<file path="src/core/cpm_unused_guard.sv">
// intentionally empty companion file
`default_nettype none
`default_nettype wire

</file>
<file path="src/core/cpm_pkg.sv">
// shared types and constants of the converter protection manager
`default_nettype none
package cpm_pkg;
  // restart interval after a non-latching trip
  localparam int HICCUP_TIME_MS = 130;
  localparam int CLK_FREQ_MHZ = 200;
  localparam int HICCUP_CYCLES = HICCUP_TIME_MS * 1000 * CLK_FREQ_MHZ;
  localparam logic [6:0] STATUS_RESET = 7'h7f;

  // one bit per fault-class or error-class protection
  typedef struct packed {
    logic ramp_track;
    logic overheat;
    logic overcurrent;
    logic undervoltage;
    logic overvoltage;
  } cpm_fault_t;

  // active-low status word read by the power manager
  typedef struct packed {
    logic temp_warning_status_bit;
    logic output_in_window_status;
    logic overcurrent_status_bit;
    logic undervoltage_status_bit;
    logic overheat_fault_status_bit;
    logic ramp_tracking_status_bit;
    logic overvoltage_status_bit;
  } cpm_status_t;

  typedef enum logic [2:0] {
    S_IDLE = 3'h0,
    S_RUN = 3'h1,
    S_OFF = 3'h3,
    S_HICCUP = 3'h2,
    S_LATCH = 3'h6
  } cpm_state_t;
endpackage
`default_nettype wire

</file>
<file path="src/core/cpm_protection_manager.sv">
// protection, status and restart control of a point-of-load converter
// How it works
// - above 120C: temp warning bit goes 0
// - below 117C: temp warning bit returns 1
// - warnings never shut the output down
// - temp warning forwarded only when enabled
// - power-good low outside 110% / 90-95% window
// - window checked in steady state only
// - power-good warning clears bit, optional message
// - every fault turns the converter off
// - overcurrent/overvoltage armed above pre-bias only
// - current limit below UV: fast off
// - steady-state undervoltage without overcurrent: ramp down
// - over 120C while powered: sequenced ramp down
// - non-latching overheat restarts below 110C
// - tracking armed only during ramp-up
// - tracking error over 250mV: fast off
// - tracking check off when enable cleared
// - overvoltage: high side off, low side clamps
// - overvoltage trip 110-130%, never below 1.0V
// - faults may propagate to other converters
// - non-latching trips other than overheat retry every 130ms
// - latching trips stay off until cleared
// - propagated fault pulls shared group line low
`default_nettype none
module cpm_protection_manager
  import cpm_pkg::*;
#(
  parameter int HICCUP_LEN = HICCUP_CYCLES,
  parameter int CNT_W = $clog2(HICCUP_CYCLES + 1)
) (
  // clock and reset
  input wire logic CLK_SYS,
  input wire logic RST,
  // comparator results from the analogue front end
  input wire logic TEMP_ABOVE_120,
  input wire logic TEMP_BELOW_117,
  input wire logic TEMP_BELOW_110,
  input wire logic VOUT_ABOVE_PG_HIGH,
  input wire logic VOUT_BELOW_PG_LOW90,
  input wire logic VOUT_BELOW_PG_LOW95,
  input wire logic VOUT_BELOW_UV,
  input wire logic VOUT_ABOVE_OV_LEVEL,
  input wire logic VOUT_ABOVE_1V0,
  input wire logic VOUT_ABOVE_PREBIAS,
  input wire logic CURRENT_LIMIT_ACTIVE,
  input wire logic TRACK_DIFF_OVER_250MV,
  // converter sequencing state
  input wire logic TURN_ON,
  input wire logic RAMPING_UP,
  input wire logic STEADY_STATE,
  input wire logic OUTPUT_AT_ZERO,
  // configuration written by the power manager
  input wire logic PG_LOW_SEL_95,
  input wire logic [1:0] OV_LEVEL_SEL,
  input wire logic TRACK_EN,
  input wire logic TEMP_COMP_EN,
  input wire cpm_fault_t LATCH_CFG,
  input wire cpm_fault_t PROP_CFG,
  input wire logic TEMP_WARN_MSG_EN,
  input wire logic PG_MSG_EN,
  input wire logic STATUS_CLEAR,
  // power-good open-collector pin
  input wire logic PG_IN,
  output logic PG_OUT,
  output logic PG_OE_N,
  // shared group status line, open collector
  input wire logic OK_IN,
  output logic OK_OUT,
  output logic OK_OE_N,
  // power stage control
  output logic CONV_ENABLE,
  output logic RAMP_DOWN_REQ,
  output logic HS_FAST_OFF,
  output logic LS_CLAMP,
  output logic [1:0] OV_LEVEL_OUT,
  output logic TEMP_COMP_OUT,
  // status to the power manager
  output var cpm_status_t STATUS,
  output logic TEMP_WARN_MSG,
  output logic PG_MSG
);

  cpm_state_t state_reg;
  cpm_fault_t cause_reg;
  cpm_fault_t evt;
  logic [CNT_W-1:0] cnt_reg;
  logic ok_ext;
  logic pg_ext;
  logic pg_bad;
  logic any_evt;
  logic pg_low;
  logic armed;

  function automatic logic cfg_hit(input cpm_fault_t a, input cpm_fault_t b);
    cfg_hit = |(a & b);
  endfunction

  // a low seen while we do not drive belongs to somebody else
  assign ok_ext = !OK_IN && OK_OE_N;
  assign pg_ext = !PG_IN && PG_OE_N;
  assign pg_low = PG_LOW_SEL_95 ? VOUT_BELOW_PG_LOW95 : VOUT_BELOW_PG_LOW90;
  assign pg_bad = !STEADY_STATE || VOUT_ABOVE_PG_HIGH || pg_low;
  assign armed = VOUT_ABOVE_PREBIAS;

  always_comb
  begin
    evt.overcurrent = armed && CURRENT_LIMIT_ACTIVE && VOUT_BELOW_UV;
    evt.undervoltage = STEADY_STATE && VOUT_BELOW_UV && !CURRENT_LIMIT_ACTIVE;
    evt.overheat = TEMP_ABOVE_120;
    evt.ramp_track = RAMPING_UP && TRACK_EN && TRACK_DIFF_OVER_250MV;
    // trip level is the larger of the percentage and 1.0V
    evt.overvoltage = armed && VOUT_ABOVE_OV_LEVEL && VOUT_ABOVE_1V0;
  end

  // warnings are deliberately absent here, so they cannot stop the output
  assign any_evt = |evt;

  // config pass-through to the analogue side
  always_ff @(posedge CLK_SYS)
  begin
    if (RST)
    begin
      OV_LEVEL_OUT <= 2'h2;
      TEMP_COMP_OUT <= 1'h1;
    end
    else
    begin
      OV_LEVEL_OUT <= OV_LEVEL_SEL;
      TEMP_COMP_OUT <= TEMP_COMP_EN;
    end
  end

  // status bits in one process so the word has a single driver; set wins over a clear
  always_ff @(posedge CLK_SYS)
  begin
    if (RST)
      STATUS <= STATUS_RESET;
    else
    begin
      if (TEMP_ABOVE_120)
        STATUS.temp_warning_status_bit <= 1'h0;
      else if (TEMP_BELOW_117)
        STATUS.temp_warning_status_bit <= 1'h1;
      STATUS.output_in_window_status <= !(pg_bad || pg_ext);
      if (evt.overcurrent)
        STATUS.overcurrent_status_bit <= 1'h0;
      else if (STATUS_CLEAR)
        STATUS.overcurrent_status_bit <= 1'h1;
      if (evt.undervoltage)
        STATUS.undervoltage_status_bit <= 1'h0;
      else if (STATUS_CLEAR)
        STATUS.undervoltage_status_bit <= 1'h1;
      if (evt.overheat)
        STATUS.overheat_fault_status_bit <= 1'h0;
      else if (STATUS_CLEAR)
        STATUS.overheat_fault_status_bit <= 1'h1;
      if (evt.ramp_track)
        STATUS.ramp_tracking_status_bit <= 1'h0;
      else if (STATUS_CLEAR)
        STATUS.ramp_tracking_status_bit <= 1'h1;
      if (evt.overvoltage)
        STATUS.overvoltage_status_bit <= 1'h0;
      else if (STATUS_CLEAR)
        STATUS.overvoltage_status_bit <= 1'h1;
    end
  end

  // messages to the power manager; the power-good pin is only pulled low, never driven high
  always_ff @(posedge CLK_SYS)
  begin
    if (RST)
    begin
      TEMP_WARN_MSG <= 1'h0;
      PG_MSG <= 1'h0;
      PG_OUT <= 1'h0;
      PG_OE_N <= 1'h0;
    end
    else
    begin
      TEMP_WARN_MSG <= TEMP_WARN_MSG_EN && !STATUS.temp_warning_status_bit;
      PG_MSG <= PG_MSG_EN && !STATUS.output_in_window_status;
      PG_OE_N <= !pg_bad;
    end
  end

  // turn-off sequencing and restart
  always_ff @(posedge CLK_SYS)
  begin
    if (RST)
    begin
      state_reg <= S_IDLE;
      cause_reg <= '0;
      cnt_reg <= '0;
    end
    else if (!TURN_ON && state_reg != S_OFF)
    begin
      state_reg <= S_IDLE;
      cause_reg <= '0;
    end
    else
    begin
      case (state_reg)
        S_IDLE:
        begin
          if (TURN_ON)
            state_reg <= S_RUN;
        end
        S_RUN:
        begin
          if (any_evt || ok_ext)
          begin
            state_reg <= S_OFF;
            cause_reg <= evt;
          end
        end
        S_OFF:
        begin
          cause_reg <= cause_reg | evt;
          if (OUTPUT_AT_ZERO)
          begin
            cnt_reg <= CNT_W'(HICCUP_LEN - 1);
            if (cfg_hit(cause_reg, LATCH_CFG))
              state_reg <= S_LATCH;
            else
              state_reg <= S_HICCUP;
          end
        end
        S_HICCUP:
        begin
          if (cnt_reg != '0)
            cnt_reg <= cnt_reg - 1'b1;
          if (cause_reg.overheat)
          begin
            if (TEMP_BELOW_110)
              state_reg <= S_RUN;
          end
          else if (cnt_reg == '0)
            state_reg <= S_RUN;
        end
        S_LATCH:
        begin
          if (STATUS_CLEAR && !cfg_hit(cause_reg, evt))
          begin
            state_reg <= S_HICCUP;
            cause_reg <= '0;
          end
        end
        default:
          state_reg <= S_IDLE;
      endcase
    end
  end

  // power stage commands, held until the next run or turn-off by command
  always_ff @(posedge CLK_SYS)
  begin
    if (RST)
    begin
      CONV_ENABLE <= 1'h0;
      RAMP_DOWN_REQ <= 1'h0;
      HS_FAST_OFF <= 1'h0;
      LS_CLAMP <= 1'h0;
      OK_OUT <= 1'h0;
      OK_OE_N <= 1'h1;
    end
    else if (state_reg == S_RUN && (any_evt || ok_ext))
    begin
      CONV_ENABLE <= 1'h0;
      HS_FAST_OFF <= evt.overcurrent || evt.ramp_track || evt.overvoltage;
      LS_CLAMP <= evt.overvoltage;
      // a group shutdown follows the regular sequenced path
      RAMP_DOWN_REQ <= !(evt.overcurrent || evt.ramp_track || evt.overvoltage);
      OK_OE_N <= !cfg_hit(evt, PROP_CFG);
    end
    else if (state_reg == S_RUN || state_reg == S_IDLE)
    begin
      // follows the command at once, so dropping it stops the stage at the same edge
      CONV_ENABLE <= TURN_ON;
      RAMP_DOWN_REQ <= 1'h0;
      HS_FAST_OFF <= 1'h0;
      LS_CLAMP <= 1'h0;
      OK_OE_N <= 1'h1;
    end
    else
    begin
      CONV_ENABLE <= state_reg == S_HICCUP &&
        (cause_reg.overheat ? TEMP_BELOW_110 : cnt_reg == '0);
      OK_OE_N <= !cfg_hit(cause_reg, PROP_CFG);
    end
  end
endmodule
`default_nettype wire

</file>
<file path="config.mk">
export PLATFORM = sky130hd
export DESIGN_NAME = cpm_protection_manager
export DESIGN_NICKNAME = d
export VERILOG_FILES = /design/src/core/cpm_unused_guard.sv /design/src/core/cpm_pkg.sv /design/src/core/cpm_protection_manager.sv
export SDC_FILE = /design/constraint.sdc
export NUM_CORES = 1
export LEC_CHECK = 0
export BUFFER_PORTS_ARGS = -buffer_cell sky130_fd_sc_hd__buf_2
export CORE_MARGIN = 1.5
export CORE_UTILIZATION = 45
export CTS_BUF_LIST = sky130_fd_sc_hd__clkbuf_4
export DETAILED_ROUTE_END_ITERATION = 10
export PLACE_DENSITY = 0.71
export SYNTH_ARGS = -nofsm -noshare
export SYNTH_HDL_FRONTEND = slang
export SYNTH_SLANG_ARGS = --single-unit
</file>
<file path="constraint.sdc">
create_clock -name CLK_SYS -period 2.3 [get_ports CLK_SYS]
set_clock_uncertainty 0.05 [all_clocks]
set_input_delay 0.23 -clock CLK_SYS [delete_from_list [all_inputs] [get_ports CLK_SYS]]
set_output_delay 0.23 -clock CLK_SYS [all_outputs]
set_load 0.01 [all_outputs]
</file>
==> results of run 1 <==
-- cells in the mapped netlist, drive strengths merged, types with 2 or more instances --
library cell and instances:
a31oi 10, nor3 5, dfxtp 51, buf 6, nor2 17, nand2b 4, and3b 2, inv 3
nand4 4, o31a 2, xnor2 4, nand2 18, nor4 4, o211ai 2, o21bai 7, o21ai 17
nor3b 6, ha 2, nor2b 6, nand4b 2, or4 12, and3 8, a22oi 6, nand3b 2
nand3 8, or2 6, and2 2, a21boi 2, a21o 2, or3 15, clkbuf 10, mux2i 2
a211oi 4, a21oi 29, o31ai 8, xor2 2, a222oi 2
-- report_power, final --
part / switching (mW) / internal (mW) / total, mW
clock network: 0.311 / 0.123 / 0.433
logic: 0.105 / 0.0985 / 0.203
registers: 0.0103 / 0.901 / 0.912
-- cells by family (layout without fill, tap and decap cells) --
logic type / count (synthesis) / count (layout)
AO/OA/AOI/OAI: 97 / 97
XOR/XNOR: 6 / 6
adder cells (fa/ha/maj): 2 / 2
buffers and inverters: 19 / 104
flip-flops: 51 / 51
multiplexers: 3 / 3
other: 1 / 2
AND/OR/NAND/NOR: 123 / 123
-- through the flow --
step	cells	setup WS, ns	area (um2)	setup TNS (ns)
floorplan	303	0.02046	2615	0
global placement	441	-0.04024	3084	-0.1793
detailed placement	441	-0.06814	3084	-0.3439
CTS	452	-0.01540	3183	-0.02412
global route	460	-0.05005	3341	-0.2679
finish	460	0.009476	3341	0
-- repair_timing --
item / 4_1_cts / 5_1_grt
resized for setup: 2 / 23
buffers inserted: 0 / 6
hold buffers: 3 / 1
hold endpoints to repair: 3 / 1
pin swaps: 0 / 20
gates cloned: 0 / 1
setup endpoints to repair: 14 / 19
-- cell type report --
cell class / instances / area [um2] / area share
Sequential cell: 51 / 1023 / 0.3064
Inverter: 3 / 11.26 / 0.003371
Tap cell: 72 / 90.09 / 0.02697
Clock buffer: 5 / 37.54 / 0.01124
Multi-Input combinational cell: 233 / 1572 / 0.4704
Timing Repair Buffer: 93 / 583.1 / 0.1745
Clock inverter: 3 / 23.77 / 0.007116
-- how the worst max path moves through the flow --
| stage | cells past startpoint | start | end | slack, ns |
|---|---|---|---|---|
| after floorplan | 8 | cnt_reg[18] | cnt_reg[3] | 0.02 |
| after global placement | 6 | cnt_reg[18] | cnt_reg[9] | -0.04 |
| after detailed placement | 6 | cnt_reg[18] | cnt_reg[4] | -0.07 |
| after CTS | 6 | cnt_reg[18] | cnt_reg[15] | -0.02 |
| after global routing | 6 | cnt_reg[15] | cnt_reg[22] | -0.05 |
| final | 6 | cnt_reg[15] | cnt_reg[22] | 0.009 |
-- critical path: cells and delay by family, from the launching register on --
| family | cells | cell delay (ns) |
|---|---|---|
| flip-flops | 1 | 0.36 |
| AO/OA/AOI/OAI | 1 | 0.11 |
| AND/OR/NAND/NOR | 4 | 1.59 |
| buffers and inverters | 1 | 0.15 |
-- per-layer routing --
metal | wire (um) | GRT usage | share of wire
met1 | 3096 | 0.2884 | 0.46
met4 | 151 | 0.07895 | 0.022
met5 | 0 | 0 | 0
met3 | 321 | 0.04713 | 0.047
met2 | 3227 | 0.3615 | 0.47
==> flow_summary.yaml, run 1 <==
outcome:
  status: "finished clean"
critical_path:
  max_stage_delay_ns: 0.55
  start_kind: "register"
  ff2ff_setup_slack_ns: 0.009
  rr_startpoint: "cnt_reg[15]"
  critPathSlowestCell: "or4_4"
  timing.rr.end: "cnt_reg[22]"
  arrival_ns: 2.59
  critPathKind: "reg -> reg"
  ff2ff_path_depth: 6
  path_cells: "or4_4 > buf_6 > or3_4 > or3_4 > or3_1 > a21oi_2"
  crit_required_ns: 2.59
  crit_path_end_kind: "register"
  cpMostUsedCell: "or3_4"
  critical_path.max_fanout: 4
routing:
  wl_mm: 6.797
  drtAntennaViolNets: 0
  vias_per_cell: 5.704
  drtIter0Drc: 148
  wire_per_inst_um: 14.78
  remaining_drc_errors: 0
  firstDrtPassIters: 4
  vias: 2624
synth:
  synth_top_family_by_area: "simple AND/OR/NAND/NOR gates"
  syn_avg_cell_area_um2: 8.626
  async_flop_share: 0
  synth_compound_area_frac: 0.2440
  yosys.area_share.adder: 0.009606
  syn_area_um2: 2605
  yosysTopAreaCellShare: 0.3919
  ys_seq_area_frac: 0.3919
  ys_ff_latch: 51
  synth_cells: 302
  ys.flop_type: "dfxtp_1"
  synthXorXnorAreaFrac: 0.02017
  yosys_warnings: 0
  yosys.area_share.simple: 0.2810
  netlist_top_cells_area: "dfxtp_1, a21oi_1, or3_1, or4_1, nand2_1"
  ys_types: 57
  synth_mux_area_frac: 0.01201
  yosys.area.top_type: "dfxtp_1"
  synth-edff-count: 0
final_layout:
  final_core_util: 0.6030
  drive_gt1_frac: 0.3351
  antenna_cells: 0
  fill_cells: 519
  mostFrequentLayoutCells: "buf_2, dfxtp_1, buf_4"
  largest_register_ffs: 25
  areaGrowthSynthToFinish_pct: 28.24
  final_common_cell: "buf_2"
  nNetsFinal: 427
cts:
  numCtsBuffers: 5
  clk-insertion-delay-late_ns: 0.39
  cts.sinks: 51
  cts_tree: "built"
  clk_pin_slew_ns: 0.16
  root_buffer: "clkbuf_4"
  cts-htree-levels: 2
  cts_buffer_depth: 2
sta:
  maxSlewViolCount: 0
  min_period_over_period: 0.9959
  tightest_slew_ns: 0.5024
  final_hold_viol_count: 0
  maxSlewHeadroom: 0.6607
  holdWs_ns: 0.01853
  setup_viol: 0
  rsz0062_at_grt: "true"
  fmax_mhz: 436.6
  fin_crit_ns: 2.291
hold_path:
  hold_path.startpoint: "TEMP_BELOW_117"
  hold_path_depth: 3
  hold_class: "in -> reg"
  min_to: "STATUS[6]"
power_and_ir_drop:
  p_per_area_nw_per_um2: 463.5
  ir_worst_vdd_mv: 0.2935
  leakagePower_nw: 1.377
  p_total_mw: 1.548
place:
  io_buffers: 55
  hpwl_mm: 4.888
  gp_congestion: 0.8855
die:
  ios: 58
  fp.coreArea_um2: 5540
  die_height_um: 79.09
  die_w_um: 79.09
  die_area_um2: 6254
  start_util: 0.4702
  rows: 27
grt:
  grt_max_degree: 21
  antenna_found_initial: 0
  grt_pass1_wl_mm: 10.99
  grt_overflow: 0
  grt_pass1_vias: 2412
  grt_usage: 0.2217
flow_run:
  maxCapViolCount: 0
(Power assumes the default switching activity.)
==> run 2, diff against run 1 <==
clock period = 1.9 ns   (was 2.3 ns; I/O delays follow)
==> run 2 against run 1 <==
  * Utilization increased by 10 points
  * The run now ends with setup timing left
  * Fmax is 0.51% higher
  * Non-clock buffer count is 40 higher
  * Worst setup slack worse by 0.39 ns
  * Design area is 17% higher
  * Clock power grew 23%
  * Largest power group unchanged
  * Critical path type unchanged
==> flow_summary.yaml, run 2 (synthesis gave the netlist of run 1 again) <==
sta:
  rsz0062_at_grt: "true"
  final_hold_viol_count: 0
  setup_tns_ns: -8.127
  min_period_over_period: 1.199
  maxSlewViolCount: 0
  setup_viol: 28
  setup_slack_ns: -0.3790
  fmax_mhz: 438.8
  fin_crit_ns: 2.279
outcome:
  violations: "setup timing"
  status: "finished, violations left"
final_layout:
  largest_register_ffs: 25
  nNetsFinal: 467
  final_common_cell: "buf_4"
  antenna_cells: 0
  fill_cells: 425
  multi_input_area_um2: 1755
  final_cell_area_um2: 3899
  regArea_um2: 1031
  areaGrowthSynthToFinish_pct: 49.66
  drive_gt1_frac: 0.4579
  mostFrequentLayoutCells: "buf_4, buf_2, dfxtp_1"
critical_path:
  ff2ff_path_depth: 7
  ff2ff_setup_slack_ns: -0.38
  critPathBufInv: 2
  timing.rr.end: "cnt_reg[4]"
  cp_top_family: "simple AND/OR/NAND/NOR gates"
  critPathKind: "reg -> reg"
  crit_required_ns: 2.13
  cpMostUsedCell: "or4_4"
  start_kind: "register"
  startpoint: "cnt_reg[15]"
  critPathSlowestCell: "or4_4"
  rr_startpoint: "cnt_reg[15]"
  arrival_ns: 2.51
  max_stage_delay_ns: 0.56
  cp_num_cells: 7
  crit_path_end_kind: "register"
  path_cells: "or4_4 > or4_4 > o31ai_4 > buf_4 > clkbuf_16 > or3_1 > a31oi_1"
  critical_path.max_fanout: 7
cts:
  cts-htree-levels: 2
  root_buffer: "clkbuf_4"
  clk-insertion-delay-late_ns: 0.39
  clk_pin_slew_ns: 0.17
  numCtsBuffers: 5
  cts.sinks: 51
  cts_tree: "built"
  cts_buffer_depth: 2
power_and_ir_drop:
  power.net_switching_uw: 541.0
  clock_power_share: 0.276
  power.internal_mw: 1.389
  ir_worst_vdd_mv: 0.4138
  p_per_area_nw_per_um2: 495.1
  switching_share: 0.2803
  p_seq_frac: 0.570
  leakagePower_nw: 1.679
  power_frac_comb: 0.154
routing:
  wire_per_inst_um: 16.46
  wl_mm: 8.231
  vias_per_cell: 5.844
  drtAntennaViolNets: 0
  vias: 2922
  remaining_drc_errors: 0
  drtIter0Drc: 172
  firstDrtPassIters: 6
hold_path:
  hold_class: "in -> reg"
  hold_path.startpoint: "TEMP_ABOVE_120"
  hold_path_depth: 2
  min_to: "STATUS[2]"
die:
  rows: 27
  die_height_um: 79.09
  die_w_um: 79.09
  die_area_um2: 6254
  ios: 58
  start_util: 0.4702
  fp.coreArea_um2: 5540
grt:
  grt_pass1_wl_mm: 12.16
  grt_overflow: 0
  grt_usage: 0.2436
  grt_pass1_vias: 2698
  grt_max_degree: 24
  antenna_found_initial: 0
flow_run:
  maxCapViolCount: 0
place:
  pre_cts_slack_ns: -0.3106
  io_buffers: 55
  gp_congestion: 0.8770
  placed_cell_area_um2: 3354
  hpwl_mm: 5.243
-- run 2: routing by layer --
| metal | up-vias | track usage | wire (um) |
|---|---|---|---|
| met5 | - | 0 | 0 |
| met2 | 101 | 0.4231 | 4106 |
| met4 | 0 | 0.08070 | 232 |
| met3 | 25 | 0.03793 | 401 |
| li1 | 1395 | - | - |
| met1 | 1401 | 0.3068 | 3490 |
-- run 2: power by group through the flow --
| stage | registers (mW) | clock network, mW | logic, mW |
|---|---|---|---|
| 5_1_grt | 1.10 | 0.583 | 0.319 |
| 3_3_place_gp | 1.12 | 0 | 0.246 |
| 6_report | 1.10 | 0.532 | 0.297 |
| 3_5_place_dp | 1.12 | 0 | 0.250 |
| 4_1_cts | 1.10 | 0.543 | 0.269 |
| 2_1_floorplan | 1.13 | 0 | 0.117 |
-- run 2: metrics by stage --
stage | cells | util | hold WS [ns] | total power [mW]
CTS | 494 | 0.6626 | 0.001364 | 1.914
floorplan | 303 | - | 0.2420 | 1.251
detailed placement | 474 | 0.6055 | 0.3257 | 1.375
global placement | 474 | 0.6055 | 0.3239 | 1.371
global route | 500 | 0.7037 | 0.005397 | 2.007
finish | 500 | 0.7037 | 0.004349 | 1.930
-- run 2: repair_timing --
| action | CTS | global route |
|---|---|---|
| pin swaps | 12 | 43 |
| hold buffers | 6 | 0 |
| gates resized for setup | 36 | 38 |
| gates cloned | 0 | 1 |
| setup buffers | 7 | 7 |
| setup endpoints to repair | 28 | 28 |
| endpoints found under the hold margin | 6 | 0 |
-- run 2: final cells by class --
| class | instances | share of cell area |
|---|---|---|
| clock inverter | 3 | 0.006418 |
| sequential | 51 | 0.2644 |
| clock buffer | 5 | 0.009628 |
| timing repair buffer | 133 | 0.2420 |
| tap | 72 | 0.02311 |
| multi-input combinational | 233 | 0.4503 |
| inverter | 3 | 0.004172 |
-- run 2: how the worst max path moves through the flow --
| stage | slack (ns) | end |
|---|---|---|
| after floorplan | -0.28 | cnt_reg[15] |
| after global placement | -0.28 | cnt_reg[10] |
| after detailed placement | -0.31 | cnt_reg[10] |
| after CTS | -0.29 | CONV_ENABLE |
| after global routing | -0.43 | cnt_reg[10] |
| final | -0.38 | cnt_reg[4] |
